<file path="config.mk">
export PLATFORM = sky130hd
export DESIGN_NAME = tbmc_timer
export DESIGN_NICKNAME = d
export VERILOG_FILES = /design/src/tbmc_pkg.sv /design/src/tbmc_timer.sv
export SDC_FILE = /design/constraint.sdc
export NUM_CORES = 1
export LEC_CHECK = 0
export ABC_AREA = 1
export BUFFER_PORTS_ARGS = -buffer_cell sky130_fd_sc_hd__buf_4
export CAP_MARGIN = 10
export CORE_MARGIN = 10
export CORE_UTILIZATION = 35
export DETAILED_ROUTE_END_ITERATION = 6
export GPL_TIMING_DRIVEN = 0
export PLACE_DENSITY = 0.54
export SLEW_MARGIN = 40
export SYNTH_ARGS = -nofsm -noshare
export SYNTH_HDL_FRONTEND = slang
export SYNTH_SLANG_ARGS = --single-unit
export TNS_END_PERCENT = 100
</file>
<file path="constraint.sdc">
create_clock -name pclk -period 2.9 [get_ports pclk]
set_input_delay 0.725 -clock pclk [delete_from_list [all_inputs] [get_ports pclk]]
set_output_delay 0.725 -clock pclk [all_outputs]
set_load 0.01 [all_outputs]
</file>
<file path="src/tbmc_pkg.sv">
// Package for the ten-bit timer: register map, field layouts, reset values and modes
package tbmc_pkg;

	// Register byte offsets on the APB bus
	localparam logic [7:0] OFS_CONTROL0    = 8'h00;
	localparam logic [7:0] OFS_MODE_CTRL   = 8'h04;
	localparam logic [7:0] OFS_COUNT_LOW   = 8'h08;
	localparam logic [7:0] OFS_COUNT_HIGH  = 8'h0C;
	localparam logic [7:0] OFS_CMPA_LOW    = 8'h10;
	localparam logic [7:0] OFS_CMPA_HIGH   = 8'h14;
	localparam logic [7:0] OFS_CAP_SEL     = 8'h18;
	localparam logic [7:0] OFS_FLAGS       = 8'h1C;

	// Values after reset
	localparam logic [7:0] RST_CONTROL0    = 8'h00;
	localparam logic [7:0] RST_MODE_CTRL   = 8'h00;
	localparam logic [9:0] RST_CMPA        = 10'h000;
	localparam logic [9:0] RST_COUNT       = 10'h000;

	// Field positions
	localparam int         CAP_SEL_BIT     = 7;
	localparam int         FLAG_A_BIT      = 0;
	localparam int         FLAG_P_BIT      = 1;
	localparam int         P_SHIFT         = 7;

	// Counter lengths
	localparam logic [10:0] FULL_LEN       = 11'h400;

	// Timer clock prescale counts
	localparam logic [5:0] DIV4_MASK       = 6'h03;
	localparam logic [5:0] DIV16_MASK      = 6'h0F;
	localparam logic [5:0] DIV64_MASK      = 6'h3F;

	typedef enum logic [1:0] {
		MODE_COMPARE,
		MODE_CAPTURE,
		MODE_PWM,
		MODE_TIMER
	} tbmc_mode_e;

	typedef enum logic [2:0] {
		CLK_DIV4,
		CLK_DIV1,
		CLK_DIV16,
		CLK_DIV64,
		CLK_SUB_A,
		CLK_SUB_B,
		CLK_PIN_RISE,
		CLK_PIN_FALL
	} tbmc_clk_e;

	// First control register: pause, clock, enable, compare-P
	typedef struct packed {
		logic       pause;
		tbmc_clk_e  clk_sel;
		logic       counter_on;
		logic [2:0] compare_p_value;
	} tbmc_ctrl0_s;

	// Mode and output control register
	typedef struct packed {
		tbmc_mode_e mode_select;
		logic [1:0] pin_function;
		logic       output_initial_level;
		logic       output_invert;
		logic       duty_period_swap;
		logic       clear_source;
	} tbmc_mode_s;

endpackage

</file>
<file path="src/tbmc_timer.sv">
// Ten-bit up-counting timer with compare, PWM, single pulse and capture modes on APB
//
// Added by the designer: the APB register port and the address map.
`timescale 1ns/1ps

//////////////////////////////////////////////////////////////////////////////////////////////
// Behaviour
// Mode field: 00 compare output, 01 capture, 10 PWM/single pulse, 11 timer.
// Software stops the counter before changing the mode field.
// Compare mode on A match: nothing, low, high or toggle per pin function.
// PWM mode pin function: inactive, active, PWM waveform, single pulse.
// Capture mode pin function: rising, falling, both edges, or disabled.
// Software changes pin function in PWM mode only while stopped.
// Compare mode: pin takes initial level when counter_on rises.
// Initial level sets PWM polarity and single-pulse level at start.
// Output invert set inverts the output pin.
// Timer mode: pin undefined, level, invert and pin function unused.
// Swap 0: compare-P period, A duty; swap 1 the reverse.
// Clear source 1 clears on A; 0 clears on P or overflow.
// Clear source ignored in PWM, single pulse and capture modes.
// Counter readable as low byte and two-bit high byte, rest zero.
// Compare-A readable and writable as low byte plus two high bits.
// Capture source select: 0 external pin, 1 internal detector.
// Compare mode, clear source 0: both A and P flags raised.
// Compare mode, clear source 1: only A flag, never P flag.
// Compare-A zero: counter overflows at 3FF without A flag.
// Compare mode: pin changes only on A match, never on P.
// Counter cleared on counter_on rising, kept on falling.
// Compare-P compared with counter bits 9..7; zero means 1024 clocks.
// Low-byte write buffers, high write commits; high read latches low.
module tbmc_timer #(
	parameter int SUB_DIV = 64
) (
	input  wire logic        pclk,
	input  wire logic        presetn,
	input  wire logic        psel,
	input  wire logic        penable,
	input  wire logic        pwrite,
	input  wire logic [7:0]  paddr,
	input  wire logic [31:0] pwdata,
	output logic      [31:0] prdata,
	output logic             pready,
	output logic             pslverr,
	input  wire logic        capture_input_pin,
	input  wire logic        internal_detector_output,
	input  wire logic        timer_clock_pin,
	output logic             timer_output_pin,
	output logic             timer_output_en
);

	tbmc_pkg::tbmc_ctrl0_s ctrl0_r;
	tbmc_pkg::tbmc_mode_s  mode_r;
	logic                  cap_sel_r;
	logic [9:0]            cnt_r;
	logic [9:0]            cnt_nxt;
	logic [9:0]            cmpa_r;
	logic [7:0]            buf_r;
	logic                  flag_a_r;
	logic                  flag_p_r;
	logic                  on_q_r;
	logic                  on_rise;
	logic [31:0]           prdata_r;
	logic [31:0]           rdata;
	logic                  rd_ok;
	logic                  wr_acc;
	logic                  rd_acc;
	logic                  setup_rd;
	logic [5:0]            pre_r;
	logic [15:0]           sub_r;
	logic                  tick;
	logic                  adv;
	logic [10:0]           cnt_inc;
	logic [10:0]           p_len;
	logic [10:0]           duty;
	logic                  match_a;
	logic                  match_p;
	logic                  clr;
	logic                  set_a;
	logic                  set_p;
	logic                  pin_r;
	logic                  pin_nxt;
	logic                  out_r;
	logic                  oen_r;
	logic                  pwm_lvl;
	logic                  single;
	logic                  hw_stop;
	logic                  cap_s1_r;
	logic                  cap_s2_r;
	logic                  cap_s3_r;
	logic                  cap_lvl_r;
	logic                  cap_rise;
	logic                  cap_fall;
	logic                  cap_evt;
	logic                  ck_s1_r;
	logic                  ck_s2_r;
	logic                  ck_s3_r;
	logic                  ck_lvl_r;
	logic                  ck_edge;

	//////////////////////////////////////////////////////////////////////////////////////////
	// APB slave
	assign wr_acc   = psel & penable & pwrite;
	assign rd_acc   = psel & penable & ~pwrite;
	assign setup_rd = psel & ~penable & ~pwrite;
	assign pready   = 1'b1;
	assign pslverr  = psel & penable & ~rd_ok;
	assign prdata   = prdata_r;

	always_comb begin
		rdata = 32'h0000_0000;
		rd_ok = 1'b1;
		if (paddr == tbmc_pkg::OFS_CONTROL0) begin
			rdata[7:0] = ctrl0_r;
		end else if (paddr == tbmc_pkg::OFS_MODE_CTRL) begin
			rdata[7:0] = mode_r;
		end else if (paddr == tbmc_pkg::OFS_COUNT_LOW || paddr == tbmc_pkg::OFS_CMPA_LOW) begin
			rdata[7:0] = buf_r;
		end else if (paddr == tbmc_pkg::OFS_COUNT_HIGH) begin
			rdata[1:0] = cnt_r[9:8];
		end else if (paddr == tbmc_pkg::OFS_CMPA_HIGH) begin
			rdata[1:0] = cmpa_r[9:8];
		end else if (paddr == tbmc_pkg::OFS_CAP_SEL) begin
			rdata[tbmc_pkg::CAP_SEL_BIT] = cap_sel_r;
		end else if (paddr == tbmc_pkg::OFS_FLAGS) begin
			rdata[tbmc_pkg::FLAG_A_BIT] = flag_a_r;
			rdata[tbmc_pkg::FLAG_P_BIT] = flag_p_r;
		end else begin
			rd_ok = 1'b0;
		end
	end

	// Read data captured in the setup cycle, shown through the access cycle
	always_ff @(posedge pclk or negedge presetn) begin
		if (!presetn) begin
			prdata_r <= 32'h0000_0000;
		end else if (setup_rd) begin
			prdata_r <= rdata;
		end
	end

	//////////////////////////////////////////////////////////////////////////////////////////
	// Control registers
	always_ff @(posedge pclk or negedge presetn) begin
		if (!presetn) begin
			ctrl0_r <= tbmc_pkg::RST_CONTROL0;
		end else if (wr_acc && paddr == tbmc_pkg::OFS_CONTROL0) begin
			ctrl0_r <= pwdata[7:0];
		end else if (hw_stop) begin
			ctrl0_r.counter_on <= 1'b0;
		end else if (single && ck_edge && !ctrl0_r.counter_on) begin
			ctrl0_r.counter_on <= 1'b1;
		end
	end

	always_ff @(posedge pclk or negedge presetn) begin
		if (!presetn) begin
			mode_r    <= tbmc_pkg::RST_MODE_CTRL;
			cap_sel_r <= 1'b0;
		end else if (wr_acc && paddr == tbmc_pkg::OFS_MODE_CTRL) begin
			mode_r <= pwdata[7:0];
		end else if (wr_acc && paddr == tbmc_pkg::OFS_CAP_SEL) begin
			cap_sel_r <= pwdata[tbmc_pkg::CAP_SEL_BIT];
		end
	end

	// Shared byte buffer for split low/high access
	always_ff @(posedge pclk or negedge presetn) begin
		if (!presetn) begin
			buf_r <= 8'h00;
		end else if (wr_acc && paddr == tbmc_pkg::OFS_CMPA_LOW) begin
			buf_r <= pwdata[7:0];
		end else if (rd_acc && paddr == tbmc_pkg::OFS_COUNT_HIGH) begin
			buf_r <= cnt_r[7:0];
		end else if (rd_acc && paddr == tbmc_pkg::OFS_CMPA_HIGH) begin
			buf_r <= cmpa_r[7:0];
		end
	end

	// Compare-A: committed by high write, overwritten by a capture
	always_ff @(posedge pclk or negedge presetn) begin
		if (!presetn) begin
			cmpa_r <= tbmc_pkg::RST_CMPA;
		end else if (cap_evt) begin
			cmpa_r <= cnt_r;
		end else if (wr_acc && paddr == tbmc_pkg::OFS_CMPA_HIGH) begin
			cmpa_r <= {pwdata[1:0], buf_r};
		end
	end

	//////////////////////////////////////////////////////////////////////////////////////////
	// Pin synchronisers
	always_ff @(posedge pclk or negedge presetn) begin
		if (!presetn) begin
			cap_s1_r  <= 1'b0;
			cap_s2_r  <= 1'b0;
			cap_s3_r  <= 1'b0;
			cap_lvl_r <= 1'b0;
			ck_s1_r   <= 1'b0;
			ck_s2_r   <= 1'b0;
			ck_s3_r   <= 1'b0;
			ck_lvl_r  <= 1'b0;
		end else begin
			cap_s1_r <= cap_sel_r ? internal_detector_output : capture_input_pin;
			cap_s2_r <= cap_s1_r;
			cap_s3_r <= cap_s2_r;
			ck_s1_r  <= timer_clock_pin;
			ck_s2_r  <= ck_s1_r;
			ck_s3_r  <= ck_s2_r;
			if (cap_s2_r == cap_s3_r) begin
				cap_lvl_r <= cap_s3_r;
			end
			if (ck_s2_r == ck_s3_r) begin
				ck_lvl_r <= ck_s3_r;
			end
		end
	end

	assign cap_rise = (cap_s2_r == cap_s3_r) & cap_s3_r & ~cap_lvl_r;
	assign cap_fall = (cap_s2_r == cap_s3_r) & ~cap_s3_r & cap_lvl_r;
	assign ck_edge  = (ck_s2_r == ck_s3_r) & (ck_s3_r != ck_lvl_r) &
	                  (ck_s3_r ^ (ctrl0_r.clk_sel == tbmc_pkg::CLK_PIN_FALL));

	//////////////////////////////////////////////////////////////////////////////////////////
	// Timer clock enable
	always_ff @(posedge pclk or negedge presetn) begin
		if (!presetn) begin
			pre_r <= 6'h00;
			sub_r <= 16'h0000;
		end else begin
			pre_r <= pre_r + 6'h01;
			if (sub_r >= 16'(SUB_DIV - 1)) begin
				sub_r <= 16'h0000;
			end else begin
				sub_r <= sub_r + 16'h0001;
			end
		end
	end

	always_comb begin
		case (ctrl0_r.clk_sel)
			tbmc_pkg::CLK_DIV4:     tick = (pre_r & tbmc_pkg::DIV4_MASK) == tbmc_pkg::DIV4_MASK;
			tbmc_pkg::CLK_DIV1:     tick = 1'b1;
			tbmc_pkg::CLK_DIV16:    tick = (pre_r & tbmc_pkg::DIV16_MASK) == tbmc_pkg::DIV16_MASK;
			tbmc_pkg::CLK_DIV64:    tick = pre_r == tbmc_pkg::DIV64_MASK;
			tbmc_pkg::CLK_SUB_A,
			tbmc_pkg::CLK_SUB_B:    tick = sub_r == 16'h0000;
			default:                tick = ck_edge;
		endcase
	end

	//////////////////////////////////////////////////////////////////////////////////////////
	// Counter, compare and flags
	assign single  = (mode_r.mode_select == tbmc_pkg::MODE_PWM) && (mode_r.pin_function == 2'b11);
	assign on_rise = ctrl0_r.counter_on & ~on_q_r;
	assign adv     = ctrl0_r.counter_on & ~ctrl0_r.pause & tick & ~on_rise;
	assign cnt_inc = {1'b0, cnt_r} + 11'h001;
	// Zero compare-P gives the full 1024-count length
	assign p_len   = (ctrl0_r.compare_p_value == 3'h0) ? tbmc_pkg::FULL_LEN :
	                 {1'b0, ctrl0_r.compare_p_value, 7'h00};
	assign match_p = adv & (cnt_inc == p_len);
	assign match_a = adv & (cmpa_r != 10'h000) & (cnt_inc == {1'b0, cmpa_r});
	assign duty    = mode_r.duty_period_swap ? p_len : {1'b0, cmpa_r};
	assign hw_stop = single & match_a;

	always_comb begin
		clr   = 1'b0;
		set_a = 1'b0;
		set_p = 1'b0;
		case (mode_r.mode_select)
			tbmc_pkg::MODE_COMPARE,
			tbmc_pkg::MODE_TIMER: begin
				clr   = mode_r.clear_source ? match_a : match_p;
				set_a = match_a;
				set_p = match_p & ~mode_r.clear_source;
			end
			tbmc_pkg::MODE_CAPTURE: begin
				clr   = match_p;
				set_a = cap_evt;
				set_p = match_p;
			end
			default: begin
				clr   = single ? 1'b0 : (mode_r.duty_period_swap ? match_a : match_p);
				set_a = match_a;
				set_p = single ? 1'b0 : match_p;
			end
		endcase
	end

	always_comb begin
		cap_evt = 1'b0;
		if (mode_r.mode_select == tbmc_pkg::MODE_CAPTURE && ctrl0_r.counter_on) begin
			case (mode_r.pin_function)
				2'b00:   cap_evt = cap_rise;
				2'b01:   cap_evt = cap_fall;
				2'b10:   cap_evt = cap_rise | cap_fall;
				default: cap_evt = 1'b0;
			endcase
		end
	end

	always_comb begin
		cnt_nxt = cnt_r;
		if (on_rise) begin
			cnt_nxt = tbmc_pkg::RST_COUNT;
		end else if (clr) begin
			cnt_nxt = tbmc_pkg::RST_COUNT;
		end else if (adv) begin
			cnt_nxt = cnt_inc[9:0];
		end
	end

	always_ff @(posedge pclk or negedge presetn) begin
		if (!presetn) begin
			cnt_r  <= tbmc_pkg::RST_COUNT;
			on_q_r <= 1'b0;
		end else begin
			cnt_r  <= cnt_nxt;
			on_q_r <= ctrl0_r.counter_on;
		end
	end

	// Sticky flags, write one to clear; a new event beats the clear
	always_ff @(posedge pclk or negedge presetn) begin
		if (!presetn) begin
			flag_a_r <= 1'b0;
			flag_p_r <= 1'b0;
		end else begin
			if (set_a) begin
				flag_a_r <= 1'b1;
			end else if (wr_acc && paddr == tbmc_pkg::OFS_FLAGS && pwdata[tbmc_pkg::FLAG_A_BIT]) begin
				flag_a_r <= 1'b0;
			end
			if (set_p) begin
				flag_p_r <= 1'b1;
			end else if (wr_acc && paddr == tbmc_pkg::OFS_FLAGS && pwdata[tbmc_pkg::FLAG_P_BIT]) begin
				flag_p_r <= 1'b0;
			end
		end
	end

	//////////////////////////////////////////////////////////////////////////////////////////
	// Output pin
	assign pwm_lvl = ({1'b0, cnt_r} < duty) ? mode_r.output_initial_level :
	                 ~mode_r.output_initial_level;

	always_comb begin
		pin_nxt = pin_r;
		case (mode_r.mode_select)
			tbmc_pkg::MODE_COMPARE: begin
				if (on_rise) begin
					pin_nxt = mode_r.output_initial_level;
				end else if (set_a) begin
					case (mode_r.pin_function)
						2'b00:   pin_nxt = pin_r;
						2'b01:   pin_nxt = 1'b0;
						2'b10:   pin_nxt = 1'b1;
						default: pin_nxt = ~pin_r;
					endcase
				end
			end
			tbmc_pkg::MODE_PWM: begin
				case (mode_r.pin_function)
					2'b00:   pin_nxt = ~mode_r.output_initial_level;
					2'b01:   pin_nxt = mode_r.output_initial_level;
					2'b10:   pin_nxt = pwm_lvl;
					default: begin
						// Active while running; the A match stops the counter
						pin_nxt = (ctrl0_r.counter_on && !hw_stop) ?
						          mode_r.output_initial_level :
						          ~mode_r.output_initial_level;
					end
				endcase
			end
			default: pin_nxt = pin_r;
		endcase
	end

	always_ff @(posedge pclk or negedge presetn) begin
		if (!presetn) begin
			pin_r <= 1'b0;
			out_r <= 1'b0;
			oen_r <= 1'b0;
		end else begin
			pin_r <= pin_nxt;
			if (mode_r.mode_select == tbmc_pkg::MODE_COMPARE ||
			    mode_r.mode_select == tbmc_pkg::MODE_PWM) begin
				out_r <= pin_nxt ^ mode_r.output_invert;
				oen_r <= 1'b1;
			end else begin
				out_r <= 1'b0;
				oen_r <= 1'b0;
			end
		end
	end

	assign timer_output_pin = out_r;
	assign timer_output_en  = oen_r;

endmodule

</file>
==> flow_metrics.tcl, run 1 <==
set metrics [dict create \
    run_status "complete, no violations" \
    grt_remaining_overflow 0 \
    met2_usage_pct 20.48 \
    grt-busiest-layer "met2" \
    gp_congestion 0.9328 \
    met1_usage_pct 19.94 \
    cts_tree "yes" \
    die_h_um 143.1 \
    startpoint_type "input pin" \
    h-tree-depth 3 \
    grt_pass1_wl_mm 23.09 \
    arrival_ns 1.85 \
    power_leakage_nw 3.033 \
    dpl.cell_count 957 \
    clkTransAtPathRegs_ns 0.07 \
    fin_setup_tns_ns 0 \
    netlist_area_um2 5303 \
    min_path_type "register to register" \
    synthCells 706 \
    fmax_mhz 388.2 \
    crit_chain "buf_4 -> nor2_1 -> nand2_1 -> nor2_1 -> inv_1 -> nor2_1 -> nor3_1 -> buf_4" \
    min_period_ns 2.576 \
    critical-path-max-stage-delay_ns 0.29 \
    finClkSkew_ns 0.006788 \
    root_buffer "clkbuf_16" \
    diodes 0 \
    drive_gt1_share_pct 12.93 \
    die_x_um 143.1 \
    hold_violations 0 \
    maxCapViolCount 0 \
    crit_type "input pin to output pin" \
    grt_antenna_before_repair 0 \
    final_antenna_net_count 0 \
    power_density_nw_per_um2 470.0 \
    cts_setup_buffers 0 \
    dp_hpwl_mm 11.47 \
    cts_sinks 89 \
    grt_max_degree 90 \
    initial_core_util_pct 36.07 \
    portBuffers 34 \
    final_common_cell "nand2_1" \
    end_kind "output pin" \
    drc 0 \
    ys_seq_area_share_pct 42.00 \
    syn_avg_cell_area_um2 7.511 \
    synth-seq-cells 89 \
    p_total_mw 2.939 \
    cts-resized-gates 0 \
    drt-initial-drc-count 327 \
    core_um2 14700 \
    relSlewSlack_pct 46.24 \
    clock_path_buffers 2 \
    vias 4798 \
    nNetsFinal 851 \
    cts_hold_buf 0 \
    cts_made_buffers 9 \
    area_growth_pct 17.91 \
    drt-total-wl_mm 14.51 \
    final_cells 973 \
    crit_fanout 4 \
    clock_latency_ns 0.35 \
    synth_top_area_cell "dfrtp_1" \
    worstPathRequired_ns 2.17 \
    synth.distinct_cells 40 \
    final_cell_mix "166 x nand2_1, 97 x inv_1, 88 x dfrtp_1" \
    yosysWarnings 0 \
    fin_crit_sh_pct 88.83 \
    grt_setup_unrepaired "false" \
    fp-row-count 44 \
    vias_per_cell 4.931 \
    peakVddDrop_uv 276.9 \
    setup_viol 0 \
    slowest_stage "nor2_1" \
    grt_usage_pct 14.24 \
    ios 84 \
    cp_common_cell "nor2_1" \
    fillerInstances 1497 \
    die_area_um2 20470 \
    routedWlPerCell_um 14.91 \
    first_global_vias 4460 \
    synth_area_leaders "dfrtp_1 42%, nand2_1 12%, o21ai_0 6.9%" \
    synth_top_area_share_pct 42.00 \
    worstMarginPinSlew_ns 0.8046 \
    final_max_slew_viol_count 0 \
    grt_util_met3_pct 4.013 \
    drtPass1Iterations 5 \
]
[through the flow]
stage / util, % / hold slack (ns) / worst slack, ns / instance area, µm²
after floorplan: - / 0.3312 / 0.8015 / 5426
after global placement: 40.22 / 0.3321 / 0.3109 / 5912
after detailed placement: 40.25 / 0.3433 / 0.2965 / 5916
after CTS: 42.46 / 0.3598 / 0.2797 / 6241
after global routing: 42.53 / 0.3617 / 0.007543 / 6252
final: 42.53 / 0.3558 / 0.3239 / 6252
[power by group]
part           internal [mW]  total [mW]  switching, mW  leakage, nW
sequential              1.30        1.34         0.0412         1.11
combinational          0.132       0.310          0.178         1.77
clock                  0.768        1.29          0.522        0.156
[cells in the mapped netlist]
cell / n
nand2_1: 166
inv_1: 97
dfrtp_1: 89
o21ai_0: 73
nor2_1: 72
nand3_1: 40
buf_4: 25
ha_1: 19
a21oi_1: 13
o22ai_1: 13
nand4_1: 12
clkbuf_1: 9
nand2_2: 7
nor3_1: 7
xor2_1: 7
a211oi_1: 6
buf_2: 4
nor3b_1: 4
o211ai_1: 4
o221ai_1: 4
a31oi_1: 3
nor2_2: 3
xnor2_1: 3
clkinv_1: 2
conb_1: 2
mux2_2: 2
nand3_2: 2
nand3b_1: 2
nor2_4: 2
nor4_1: 2
o2111ai_1: 2
or2_2: 2
a2111oi_0: 1
a21o_1: 1
a311oi_1: 1
inv_2: 1
nand4_2: 1
o21a_1: 1
o21ai_1: 1
o311ai_2: 1
[layer usage]
metal | wire [µm] | vias up
met3 | 1160 | 14
met1 | 7020 | 2219
li1 | - | 2392
met4 | 246 | 0
met5 | 0 | -
met2 | 6083 | 173
[cells by family after synthesis]
group           count (synthesis)  synth area share, %
xor+xnor                       10                1.652
mux                             2               0.4247
simple gates                  322                26.24
buf+inv                       138                11.63
compound gates                124                13.43
flops                          89                42.00
fa+ha+maj                      19                4.483
other cells                     2               0.1416
[critical path: cells and delay by family]
family / cells / cell delay, ns
buffers and inverters: 3 / 0.37
and+or+nand+nor: 5 / 0.75
[area by class of cell]
class / instances / area [µm²] / share of cell area, %
Multi-Input combinational cell: 512 / 2586 / 41.36
Sequential cell: 89 / 2228 / 35.64
Inverter: 100 / 379.1 / 6.064
Timing Repair Buffer: 34 / 261.5 / 4.183
Buffer: 38 / 241.5 / 3.862
Tap cell: 184 / 230.2 / 3.682
Clock buffer: 10 / 229.0 / 3.662
Clock inverter: 6 / 96.34 / 1.541
[path summary, 6_finish.rpt]
check | start | to | slack [ns] | depth (start not counted)
worst max-delay path | paddr[7] | pslverr | 0.32 | 8
worst min-delay path | cap_s1_r | cap_s2_r | 0.36 | 0
worst max register to register | cnt_r[1] | timer_output_pin | 0.34 | 16
worst min register to register | cap_s1_r | cap_s2_r | 0.36 | 0
max in group asynchronous | presetn | cnt_r[0] | 1.94 | 1
min in group asynchronous | presetn | pre_r[0] | 0.44 | 1
[registers in the layout, summed over array words and instances (netlist names), 6 cells and up]
register,cells
sub_r,16
cmpa_r,10
cnt_r,10
buf_r,8
ctrl0_r,8
mode_r,8
prdata,8
pre_r,6
No activity file was read; power rests on OpenSTA's default activity.
==> run 2: changes to the inputs <==
--- a/config.mk
+++ b/config.mk
@@ -11,6 +11,6 @@
 export CORE_MARGIN = 10
-export CORE_UTILIZATION = 35
+export CORE_UTILIZATION = 44
 export DETAILED_ROUTE_END_ITERATION = 6
 export GPL_TIMING_DRIVEN = 0
-export PLACE_DENSITY = 0.54
+export PLACE_DENSITY = 0.65
 export SLEW_MARGIN = 40
==> constraint.sdc (replaced) <==
create_clock -name pclk -period 2.9 [get_ports pclk]
set_input_delay 0.58 -clock pclk [delete_from_list [all_inputs] [get_ports pclk]]
set_output_delay 0.58 -clock pclk [all_outputs]
set_load 0.01 [all_outputs]
==> run 2 against run 1 <==
Net effect: routed wire length is 4.4% lower; setup slack worse by 0.057 ns; via count is 1.0% lower; hold slack worse by 0.083 ns; critical endpoint is now timer_output_pin; critical path type is now register to register; critical path depth is 8 higher; cell area is 1.5% lower; sequential cell count stayed put; global-route usage is 2.9 points higher; first-iteration DRC count is 7.0% lower; utilization is 9.1 points higher; largest power group unchanged.
==> flow_metrics.tcl, run 2 (synthesis gave the netlist of run 1 again) <==
set metrics [dict create \
    fin_setup_tns_ns 0 \
    min_period_ns 2.633 \
    drt-total-wl_mm 13.88 \
    drive_gt1_share_pct 12.80 \
    setup_viol 0 \
    worstMarginPinSlew_ns 0.7516 \
    drtPass1Iterations 5 \
    multi_input_area_um2 2586 \
    wl_met1_mm 6.545 \
    top_layer_used "met4" \
    peakVddDrop_uv 259.2 \
    initial_core_util_pct 44.52 \
    area_growth_pct 16.09 \
    cts_tree "yes" \
    clock_latency_ns 0.34 \
    die_x_um 129.8 \
    reg.largest.list "sub_r x16, cmpa_r x10, cnt_r x10" \
    final_antenna_net_count 0 \
    met3_length_mm 1.102 \
    slowest_stage "dfrtp_1" \
    dpl.cell_count 920 \
    power_density_nw_per_um2 445.8 \
    critical-path-max-stage-delay_ns 0.53 \
    grt_remaining_overflow 0 \
    p_total_mw 2.744 \
    grt_pass1_wl_mm 22.94 \
    cts_hold_buf 0 \
    worst-r2r-setup-slack_ns 0.27 \
    power_leakage_nw 3.012 \
    regArea_um2 2227 \
    root_buffer "clkbuf_16" \
    nNetsFinal 851 \
    relSlewSlack_pct 49.79 \
    grt_antenna_before_repair 0 \
    fin_crit_sh_pct 90.81 \
    ios 84 \
    min_path_type "input pin to asynchronous set/reset pin" \
    cts_made_buffers 9 \
    routedWlPerCell_um 14.83 \
    grt_setup_unrepaired "false" \
    clkTransAtPathRegs_ns 0.07 \
    finClkSkew_ns 0.005964 \
    worstPathRequired_ns 3.14 \
    die_area_um2 16840 \
    arrival_ns 2.87 \
    final_common_cell "nand2_1" \
    first_global_vias 4503 \
    clock_path_buffers 2 \
    run_status "complete, no violations" \
    crit_chain "ha_1 -> nand2_2 -> nor2_4 -> nand2_1 -> nand3_1 -> nand2_1 -> nor2_1 -> nand2_1 -> nor2_2 -> nand4_1 -> nand3b_1 -> nand2_2 -> a21oi_1 -> nor2_2 -> nor2_1 -> nor2_1" \
    drc 0 \
    grt_usage_pct 17.16 \
    fp-row-count 40 \
    fmax_mhz 379.7 \
    largest-register "sub_r" \
    final_cells 936 \
    crit_fanout 7 \
    hold_violations 0 \
    vias 4748 \
    final_cell_mix "166 x nand2_1, 97 x inv_1, 89 x dfrtp_1" \
    crit_type "register to register" \
    largest_reg_flops 16 \
    fillerInstances 1165 \
    vias_per_cell 5.073 \
    gp_congestion 0.9156 \
    die_h_um 129.8 \
    h-tree-depth 3 \
    portBuffers 34 \
    core_um2 11910 \
    grt_max_degree 90 \
    diodes 0 \
    r2r_start "cnt_r[1]" \
    maxCapViolCount 0 \
    end_kind "register" \
    final_max_slew_viol_count 0 \
    startpoint_type "register" \
    cts_sinks 89 \
    wl_met2_mm 5.833 \
    drt-initial-drc-count 304 \
    crit_path_start "cnt_r[1]" \
    dp_hpwl_mm 11.07 \
]
run 2: cell types whose count changed in the layout (fill, tap and decap cells not counted), sizes merged:
cell,before,now
bufinv,2,0
clkinv,1,3
run 2: per-layer routing:
layer	vias up	track usage [%]
met5	-	0
met4	0	7.209
met3	24	4.381
met2	163	25.11
met1	2157	23.58
li1	2404	-
run 2: path summary, 6_finish.rpt:
kind | endpoint | cells past startpoint
max reg2reg | timer_output_pin | 16
min in group pclk | ck_s1_r | 1
max in group asynchronous | ck_s3_r | 1
min reg2reg | ck_s2_r | 0
max | timer_output_pin | 16
min | cnt_r[0] | 1
run 2: power by group:
part / internal [mW] / leakage, nW / switching, mW
clock network: 0.590 / 0.134 / 0.508
registers: 1.30 / 1.11 / 0.0428
logic: 0.132 / 1.77 / 0.173
run 2: timing repair:
| item | CTS | global route |
|---|---|---|
| buffers inserted | 0 | 0 |
| endpoints found under the setup margin | 0 | 1 |
| resized for setup | 0 | 1 |
run 2: area by class of cell:
| type | instances | share of cell area [%] |
|---|---|---|
| Tap cell | 147 | 2.988 |
| Multi-Input combinational cell | 512 | 42.01 |
| Buffer | 38 | 3.923 |
| Inverter | 100 | 6.159 |
| Clock inverter | 6 | 0.7724 |
| Clock buffer | 10 | 3.720 |
| Timing Repair Buffer | 34 | 4.248 |
| Sequential cell | 89 | 36.18 |
run 2: stage by stage:
| stage | util [%] | hold slack [ns] | worst slack, ns | instance area [µm²] |
|---|---|---|---|---|
| floorplan | - | 0.2844 | 0.8041 | 5426 |
| global placement | 49.24 | 0.3336 | 0.3372 | 5866 |
| detailed placement | 49.28 | 0.3405 | 0.3055 | 5869 |
| CTS | 51.60 | 0.3378 | 0.2914 | 6146 |
| global route | 51.68 | 0.3280 | 0.007413 | 6156 |
| finish | 51.68 | 0.2729 | 0.2666 | 6156 |
run 2: worst max-delay path: cells and delay by family (launching register included):
family | cells | cell delay [ns]
simple gates | 14 | 1.49
flops | 1 | 0.53
fa+ha+maj | 1 | 0.34
compound gates | 1 | 0.16
